File: config.mk
export PLATFORM = sky130hd
export DESIGN_NAME = tcc_channel
export DESIGN_NICKNAME = d
export VERILOG_FILES = /design/src/verilog/tcc_pkg.sv /design/src/verilog/tcc_channel.sv /design/src/verilog/tcc_cap_edge.sv
export SDC_FILE = /design/constraint.sdc
export NUM_CORES = 1
export LEC_CHECK = 0
export ABC_AREA = 1
export BUFFER_PORTS_ARGS = -buffer_cell sky130_fd_sc_hd__buf_4
export CAP_MARGIN = 0
export CORE_AREA = 2 2 87 89
export CTS_BUF_LIST = sky130_fd_sc_hd__clkbuf_16
export DETAILED_ROUTE_END_ITERATION = 6
export DIE_AREA = 0 0 89 91
export PLACE_DENSITY = 0.83
export SETUP_SLACK_MARGIN = 0.5
export SLEW_MARGIN = 20
export SYNTH_ARGS = -nofsm -noshare
export SYNTH_HDL_FRONTEND = slang
export SYNTH_HIERARCHICAL = 1
export SYNTH_SLANG_ARGS = --single-unit
File: constraint.sdc
create_clock -name clk_in -period 4.7 [get_ports clk_in]
set_input_delay 0.47 -clock clk_in [delete_from_list [all_inputs] [get_ports clk_in]]
set_output_delay 0.47 -clock clk_in [all_outputs]
set_load 0.005 [all_outputs]
File: src/verilog/tcc_pkg.sv
// Constants, field layouts and carriers for one compare/capture channel.
// Assumes a 16-bit shared counter and a 32-bit classic Wishbone slave.
package tcc_pkg;

    localparam int TCC_ADR_W = 4;
    localparam int TCC_CNT_W = 16;
    localparam logic [TCC_ADR_W-1:0] TCC_OFS_CTL = 4'h0;
    localparam logic [TCC_ADR_W-1:0] TCC_OFS_DATA = 4'h4;
    localparam logic [15:0] TCC_CTL_RESET = 16'h0000;
    localparam logic [15:0] TCC_DATA_RESET = 16'h0000;
    localparam logic [15:0] TCC_CTL_WMASK = 16'hff7f;

    // Buffer load timing codes; 0x5..0x7 reserved, never load
    localparam logic [2:0] TCC_BL_WRITE = 3'h0;
    localparam logic [2:0] TCC_BL_BOUND = 3'h1;
    localparam logic [2:0] TCC_BL_MATCH = 3'h2;
    localparam logic [2:0] TCC_BL_RETURN = 3'h3;
    localparam logic [2:0] TCC_BL_MATCH_RST = 3'h4;

    // Capture trigger sources; 0x1 selects nothing
    localparam logic [1:0] TCC_SRC_PIN = 2'h0;
    localparam logic [1:0] TCC_SRC_SW_LO = 2'h2;
    localparam logic [1:0] TCC_SRC_SW_HI = 2'h3;

    // Count direction modes reported by the counter block
    localparam logic [1:0] TCC_DIR_UP = 2'h0;
    localparam logic [1:0] TCC_DIR_DOWN = 2'h1;
    localparam logic [1:0] TCC_DIR_UPDOWN = 2'h2;

    typedef enum logic [2:0] {
        TCC_OM_SW = 3'h0,
        TCC_OM_SET = 3'h1,
        TCC_OM_TOG_RST = 3'h2,
        TCC_OM_SET_RST = 3'h3,
        TCC_OM_TOGGLE = 3'h4,
        TCC_OM_RESET = 3'h5,
        TCC_OM_TOG_SET = 3'h6,
        TCC_OM_RST_SET = 3'h7
    } tcc_omode_t;

    // Control register, bit 15 down to bit 0
    typedef struct packed {
        logic capture_sync_select;
        logic [2:0] buffer_load_select;
        logic [1:0] capture_trigger_source;
        logic [1:0] capture_edge_select;
        logic reserved;
        logic output_pairing;
        logic software_output_level;
        tcc_omode_t output_mode;
        logic output_polarity;
        logic channel_mode;
    } tcc_ctl_t;

    // Shared counter state from the counter block
    typedef struct packed {
        logic [TCC_CNT_W-1:0] value;
        logic [1:0] dir_mode;
        logic at_max;
        logic at_zero;
    } tcc_cnt_t;

endpackage : tcc_pkg

File: src/verilog/tcc_channel.sv
// One compare/capture channel of a 16-bit timer with a Wishbone slave.
// Assumes the counter block supplies value, direction and MAX/ZERO pulses,
// and that the partner channel's registered match pulse is wired in.
//
// The register addresses and register access over Wishbone were decided locally.
`timescale 1ns/1ns

// Notes on behaviour
// - Sync select 1 captures through synchroniser, 0 directly; unused when comparing.
// - Load select 0: buffer takes written value two clock edges after the write.
// - Load select 1: load at MAX up, zero down, either in up/down.
// - Load select 2: load when counter matches previous buffered value.
// - Load select 3: load at zero up, MAX down, match or zero up/down.
// - Load select 4: load on match and request counter reset.
// - Trigger source 0 is the pin; 2 and 3 are software low/high.
// - Edge select 1 rising, 2 falling, 3 both, 0 disables capture.
// - Software edge is a source change 2 to 3 or 3 to 2.
// - Pairing uses partner match; else own match with MAX or ZERO.
// - Output mode 0 drives the software level directly.
// - Mode 7: match deactivates, boundary or partner activates.
// - Mode 6: match toggles, boundary or partner activates.
// - Mode 5: match deactivates, also partner match when paired.
// - Mode 4: match toggles, also partner match when paired.
// - Mode 3: match activates, boundary or partner deactivates.
// - Mode 2: match toggles, boundary or partner deactivates.
// - Mode 1: match activates, also partner match when paired.
// - Polarity 1 is active low; output fields ignored in capture mode.
// - Channel mode 1 captures, 0 compares.
// - Data register holds compare value or captured counter value.
module tcc_channel import tcc_pkg::*; (
    input wire logic clk_in, // timer channel clock
    input wire logic reset_in, // async reset, active high
    input wire logic wb_cyc_in, // Wishbone cycle
    input wire logic wb_stb_in, // Wishbone strobe
    input wire logic wb_we_in, // Wishbone write enable
    input wire logic [TCC_ADR_W-1:0] wb_adr_in, // byte address
    input wire logic [3:0] wb_sel_in, // byte lanes
    input wire logic [31:0] wb_dat_in, // write data
    output logic [31:0] wb_dat_out, // read data
    output logic wb_ack_out, // acknowledge
    input wire tcc_cnt_t counter_in, // shared counter state
    input wire logic partner_match_in, // partner channel match pulse
    input wire logic capture_input_pin_in, // capture pin level
    output logic timer_output_out, // timer output pin level
    output logic match_out, // own compare match pulse
    output logic counter_reset_out, // counter reset request pulse
    output logic capture_event_out // capture happened pulse
);
    tcc_ctl_t ctl_q;
    tcc_ctl_t ctl_d;
    tcc_ctl_t ctl_wr;
    logic [15:0] cc_q, cc_d, buf_q, buf_d;
    logic [31:0] rdat_d;
    logic ack_q, load_pend_q, load_pend_d, eq_prev_q;
    logic soft_rise_q, soft_fall_q, soft_rise_d, soft_fall_d;
    logic act_q, act_d, tout_q, tout_d;
    logic match_q, cnt_rst_q, cnt_rst_d, cap_evt_q;
    logic req, wr, hit_ctl, hit_data, wr_ctl, wr_cc;
    logic cmp, cap, dir_up, dir_down, dir_ud, eq, own_match;
    logic ld_sel, load, pin_rise, pin_fall, rise_ev, fall_ev, cap_trig;
    logic bnd, other, pmatch;

    function automatic logic [15:0] merge16(input logic [15:0] old,
                                            input logic [31:0] dat,
                                            input logic [3:0] sel);
        merge16 = {sel[1] ? dat[15:8] : old[15:8],
                   sel[0] ? dat[7:0] : old[7:0]};
    endfunction : merge16

    // Bus decode: one wait state, ack for one cycle, unmapped reads zero
    assign req = wb_cyc_in & wb_stb_in & ~ack_q;
    assign wr = req & wb_we_in;
    assign hit_ctl = (wb_adr_in == TCC_OFS_CTL);
    assign hit_data = (wb_adr_in == TCC_OFS_DATA);
    assign wr_ctl = wr & hit_ctl;
    assign wr_cc = wr & hit_data;
    assign ctl_wr = tcc_ctl_t'(merge16(16'(ctl_q), wb_dat_in, wb_sel_in)
                               & TCC_CTL_WMASK);
    assign ctl_d = wr_ctl ? ctl_wr : ctl_q;
    assign rdat_d = !req ? 32'h0000_0000 :
                    hit_ctl ? {16'h0000, 16'(ctl_q)} :
                    hit_data ? {16'h0000, cc_q} : 32'h0000_0000;

    assign cap = ctl_q.channel_mode;
    assign cmp = ~ctl_q.channel_mode;
    assign dir_up = (counter_in.dir_mode == TCC_DIR_UP);
    assign dir_down = (counter_in.dir_mode == TCC_DIR_DOWN);
    assign dir_ud = (counter_in.dir_mode == TCC_DIR_UPDOWN);

    // Match only on arrival, so a slow counter clock gives one pulse
    assign eq = (counter_in.value == buf_q);
    assign own_match = cmp & eq & ~eq_prev_q;

    // Buffer load timing
    assign ld_sel =
        (ctl_q.buffer_load_select == TCC_BL_WRITE) ? load_pend_q :
        (ctl_q.buffer_load_select == TCC_BL_BOUND) ?
            (dir_ud ? (counter_in.at_max | counter_in.at_zero) :
             dir_down ? counter_in.at_zero : counter_in.at_max) :
        (ctl_q.buffer_load_select == TCC_BL_MATCH) ? own_match :
        (ctl_q.buffer_load_select == TCC_BL_RETURN) ?
            (dir_ud ? (own_match | counter_in.at_zero) :
             dir_down ? counter_in.at_max : counter_in.at_zero) :
        (ctl_q.buffer_load_select == TCC_BL_MATCH_RST) ? own_match :
        1'b0;
    assign load = cmp & ld_sel;
    assign buf_d = load ? cc_q : buf_q;
    assign load_pend_d = wr_cc & cmp &
                         (ctl_q.buffer_load_select == TCC_BL_WRITE);
    assign cnt_rst_d = own_match &
        (ctl_q.buffer_load_select == TCC_BL_MATCH_RST);

    // Capture trigger
    tcc_cap_edge u_edge (
        .clk_in(clk_in),
        .reset_in(reset_in),
        .pin_in(capture_input_pin_in),
        .sync_sel_in(ctl_q.capture_sync_select),
        .rise_out(pin_rise),
        .fall_out(pin_fall)
    );
    assign soft_rise_d = wr_ctl &
        (ctl_q.capture_trigger_source == TCC_SRC_SW_LO) &
        (ctl_wr.capture_trigger_source == TCC_SRC_SW_HI);
    assign soft_fall_d = wr_ctl &
        (ctl_q.capture_trigger_source == TCC_SRC_SW_HI) &
        (ctl_wr.capture_trigger_source == TCC_SRC_SW_LO);
    assign rise_ev =
        (ctl_q.capture_trigger_source == TCC_SRC_PIN) ? pin_rise :
        ctl_q.capture_trigger_source[1] & soft_rise_q;
    assign fall_ev =
        (ctl_q.capture_trigger_source == TCC_SRC_PIN) ? pin_fall :
        ctl_q.capture_trigger_source[1] & soft_fall_q;
    assign cap_trig = cap & ((ctl_q.capture_edge_select[0] & rise_ev) |
                             (ctl_q.capture_edge_select[1] & fall_ev));
    // Capture beats a bus write in the same cycle
    assign cc_d = cap_trig ? counter_in.value :
                  wr_cc ? merge16(cc_q, wb_dat_in, wb_sel_in) : cc_q;

    // Output waveform
    assign bnd = dir_down ? counter_in.at_zero : counter_in.at_max;
    assign other = ctl_q.output_pairing ? partner_match_in : bnd;
    assign pmatch = ctl_q.output_pairing & partner_match_in;

    // Own match is applied last, so it wins a tie
    always_comb begin
        act_d = act_q;
        case (ctl_q.output_mode)
            TCC_OM_SW: begin
                act_d = ctl_q.software_output_level ^ ctl_q.output_polarity;
            end
            TCC_OM_SET: begin
                if (own_match | pmatch) act_d = 1'b1;
            end
            TCC_OM_TOG_RST: begin
                if (other) act_d = 1'b0;
                if (own_match) act_d = ~act_q;
            end
            TCC_OM_SET_RST: begin
                if (other) act_d = 1'b0;
                if (own_match) act_d = 1'b1;
            end
            TCC_OM_TOGGLE: begin
                if (own_match | pmatch) act_d = ~act_q;
            end
            TCC_OM_RESET: begin
                if (own_match | pmatch) act_d = 1'b0;
            end
            TCC_OM_TOG_SET: begin
                if (other) act_d = 1'b1;
                if (own_match) act_d = ~act_q;
            end
            TCC_OM_RST_SET: begin
                if (other) act_d = 1'b1;
                if (own_match) act_d = 1'b0;
            end
            default: act_d = act_q;
        endcase
        if (cap) act_d = act_q;
    end

    assign tout_d = cap ? tout_q :
        (ctl_q.output_mode == TCC_OM_SW) ? ctl_q.software_output_level :
        act_d ^ ctl_q.output_polarity;

    always_ff @(posedge clk_in or posedge reset_in) begin
        if (reset_in) begin
            ctl_q <= tcc_ctl_t'(TCC_CTL_RESET);
            cc_q <= TCC_DATA_RESET;
            buf_q <= TCC_DATA_RESET;
            ack_q <= 1'b0;
            wb_dat_out <= 32'h0000_0000;
            load_pend_q <= 1'b0;
            eq_prev_q <= 1'b0;
            soft_rise_q <= 1'b0;
            soft_fall_q <= 1'b0;
        end else begin
            ctl_q <= ctl_d;
            cc_q <= cc_d;
            buf_q <= buf_d;
            ack_q <= req;
            wb_dat_out <= rdat_d;
            load_pend_q <= load_pend_d;
            eq_prev_q <= cmp & eq;
            soft_rise_q <= soft_rise_d;
            soft_fall_q <= soft_fall_d;
        end
    end

    always_ff @(posedge clk_in or posedge reset_in) begin
        if (reset_in) begin
            act_q <= 1'b0;
            tout_q <= 1'b0;
            match_q <= 1'b0;
            cnt_rst_q <= 1'b0;
            cap_evt_q <= 1'b0;
        end else begin
            act_q <= act_d;
            tout_q <= tout_d;
            match_q <= own_match;
            cnt_rst_q <= cnt_rst_d;
            cap_evt_q <= cap_trig;
        end
    end

    assign wb_ack_out = ack_q;
    assign timer_output_out = tout_q;
    assign match_out = match_q;
    assign counter_reset_out = cnt_rst_q;
    assign capture_event_out = cap_evt_q;
endmodule : tcc_channel

File: src/verilog/tcc_cap_edge.sv
// Capture pin edge detector with optional two-stage synchroniser.
// Assumes the pin is a plain level; edges come out as one-cycle pulses.
`timescale 1ns/1ns
module tcc_cap_edge (
    input wire logic clk_in, // channel clock
    input wire logic reset_in, // async reset, active high
    input wire logic pin_in, // capture pin level
    input wire logic sync_sel_in, // 1 selects the synchronised path
    output logic rise_out, // rising edge pulse
    output logic fall_out // falling edge pulse
);
    logic meta_q;
    logic sync_q;
    logic direct_q;
    logic prev_q;
    logic sample;

    // Switching the path while the pin moves may give one false edge
    assign sample = sync_sel_in ? sync_q : direct_q;

    always_ff @(posedge clk_in or posedge reset_in) begin
        if (reset_in) begin
            meta_q <= 1'b0;
            sync_q <= 1'b0;
            direct_q <= 1'b0;
            prev_q <= 1'b0;
            rise_out <= 1'b0;
            fall_out <= 1'b0;
        end else begin
            meta_q <= pin_in;
            sync_q <= meta_q;
            direct_q <= pin_in;
            prev_q <= sample;
            rise_out <= sample & ~prev_q;
            fall_out <= ~sample & prev_q;
        end
    end
endmodule : tcc_cap_edge

==> results.json <==
{
  "core-area_um2": 7140,
  "clk_path_buf_depth": 2,
  "power_mw": 1.73,
  "r2r_cells": 7,
  "num_vias": 3494,
  "synth_warnings": 6,
  "fp.dieH_um": 91,
  "drcViolationCount": 0,
  "finalWorstSetupSlack_ns": 2.12,
  "io_buffers": 69,
  "finClkSkew_ns": 0.00577,
  "cts.sinks": 78,
  "finalHoldViolations": 0,
  "p_leak_nw": 2.44,
  "hpwl_mm": 7.35,
  "critPathRequiredTime_ns": 4.91,
  "postLayoutCellArea_um2": 4740,
  "power.share.switching_pct": 29.0,
  "drv_slew": 0,
  "synth_edf_count": 0,
  "fin_crit_sh_pct": 55.0,
  "path_common_cell": "nand2_1",
  "dr.pass1.iters": 5,
  "die_area_um2": 8100,
  "critPathSlowestCell": "nand2_1",
  "reg2reg_from": "ctl_q[11]",
  "finalSetupViolCount": 0,
  "min_path_type": "in -> async",
  "max_slew_margin_pct": 31.8,
  "area_growth_pct": 19.9,
  "drt-initial-drc-count": 262,
  "maxCapViolations": 0,
  "grt_pass1_vias": 3292,
  "preCtsSetupSlack_ns": 2.07,
  "crit_arrival_ns": 2.80,
  "power_density_nw_per_um2": 365,
  "crit_path_start_kind": "flop",
  "async_flop_share_pct": 100,
  "crit_fanout": 32,
  "path_class": "reg -> reg",
  "cts_buffers": 9,
  "clk_latency_ns": 0.33,
  "p_comb_share_pct": 16.4,
  "holdWs_ns": 0.0444,
  "end_kind": "flop",
  "grt_usage_pct": 25.7,
  "clk_pin_slew_ns": 0.06,
  "synth.cell_area_um2": 3960,
  "p_int_mw": 1.23,
  "r2r_end": "cc_q[2]",
  "ys_seq_elements": 78,
  "h-tree-depth": 3,
  "fin_setup_tns_ns": 0,
  "cp_top_family": "simple AND/OR/NAND/NOR gates",
  "grt_max_degree": 53,
  "grt-ovfl-total": 0,
  "cp_cell_sequence": "inv_1 > nand3_1 > nand2_1 > a22o_1 > nand2_1 > clkinv_1 > o311ai_0",
  "synthCells": 478,
  "start_util_pct": 55.5,
  "critPathMaxStageDelay_ns": 0.69,
  "tightest_slew_ns": 1.02,
  "grt_first_pass_wirelength_mm": 15.7,
  "final_nets": 618,
  "drive_above_1_share_pct": 21.5,
  "p_clk_share_pct": 35.4,
  "diodes": 0,
  "grt_setup_unrepaired": "no",
  "via_per_inst": 5.35,
  "cp_num_buf_inv": 2,
  "rows": 31,
  "ios": 104,
  "clock.fmax_mhz": 387,
  "status": "finished clean",
  "placed_cell_area_um2": 4490,
  "ctsHoldBuffers": 0,
  "power.switching_mw": 0.502,
  "drtAntennaViolNets": 0,
  "routedWlPerCell_um": 15.0,
  "synthDistinctLibCells": 39,
  "ff2ff_setup_slack_ns": 2.12,
  "finalCriticalPeriod_ns": 2.58,
  "ys_seq_area_share_pct": 49.3,
  "yosys_most_used_dff": "dfrtp_1",
  "gp_congestion": 0.930,
  "cts-root-buf": "clkbuf_16",
  "cts_resized": 0,
  "antenna_found_initial": 0,
  "seqPwrFrac_pct": 48.2,
  "syn_avg_cell_area_um2": 8.28,
  "cts_tree": "built",
  "wirelength_mm": 9.79,
  "cts_setup_buffers": 0,
  "die_w_um": 89,
  "irDropWorstVdd_v": 0.000197
}
sequential cells by signal (all words and copies together) (netlist names), 14 cells and up:
register,flops
wb_dat_out,16
buf_q,16
cc_q,16
ctl_q,14
Yosys cell counts (all sizes together) (4+ instances only):
cell type  instances  area, um2
clkbuf             6       22.5
a21oi             24        120
nor3               6       30.0
a221oi             6       52.6
nand4              6       58.8
mux2               4       45.0
nand3             35        180
dfrtp             78       1950
inv               69        259
o21ai             18        105
o211ai             7       52.6
nand2            130        518
nor2              40        163
o221ai             8       70.1
buf               19        155
xnor2              6       52.6
layout by cell type, fill, tap and decap left out, drive strengths merged:
master	n
a21oi	24
a221oi	6
a22o	1
buf	70
clkbuf	9
clkinv	7
clkinvlp	1
conb	16
dfrtp	78
ha	2
inv	71
mux2	4
nand2	130
nand3	35
nand3b	1
nand4	6
nor2	40
nor3	6
nor4	3
o211ai	7
o21ai	18
o221ai	8
o311ai	1
or2	2
xnor2	6
xor2	2
worst max-delay path by stage:
stage,slack [ns],start,endpoint,cells after the start
floorplan,2.38,reset_in,act_q,1
global placement,2.14,counter_in[9],timer_output_out,19
detailed placement,2.07,counter_in[9],timer_output_out,19
CTS,2.16,ctl_q[11],cc_q[2],7
global route,1.82,ctl_q[10],cc_q[2],7
finish,2.12,ctl_q[11],cc_q[2],7
through the flow:
stage | std cells | utilization (%)
CTS | 653 | 66.5
global route | 653 | 66.5
floorplan | 493 | -
finish | 653 | 66.5
detailed placement | 637 | 62.9
global placement | 637 | 62.9
kinds of logic (layout without fill, tap and decap cells):
group / count (synthesis) / count (layout) / synth area share (%)
buf+inv: 97 / 158 / 11.3
mux: 4 / 4 / 1.14
other cells: 1 / 16 / 0.0948
compound gates: 65 / 65 / 10.6
xor+xnor: 8 / 8 / 1.77
flops: 78 / 78 / 49.3
simple gates: 223 / 223 / 25.1
fa+ha+maj: 2 / 2 / 0.632
per-layer routing:
metal	track usage, %	up-vias	wire (um)
met5	0	-	0
met4	11.3	0	228
met3	3.91	21	679
met2	39.7	171	4800
met1	35.9	1656	4070
li1	-	1646	-
power groups by stage:
stage	clock network, mW	logic (mW)	registers, mW
2_1_floorplan	0	0.196	0.823
3_3_place_gp	0	0.266	0.838
3_5_place_dp	0	0.280	0.844
4_1_cts	0.617	0.283	0.833
5_1_grt	0.643	0.321	0.847
6_report	0.614	0.284	0.835
area by class of cell:
type,instances,area (um2)
sequential,78,1950
clock buffer,9,225
timing repair buffer,70,526
multi-input combinational,318,1610
clock inverter,7,33.8
inverter,72,272
tap,99,124
fill,608,2390
Note: power is estimated with default switching activity, not from simulation.
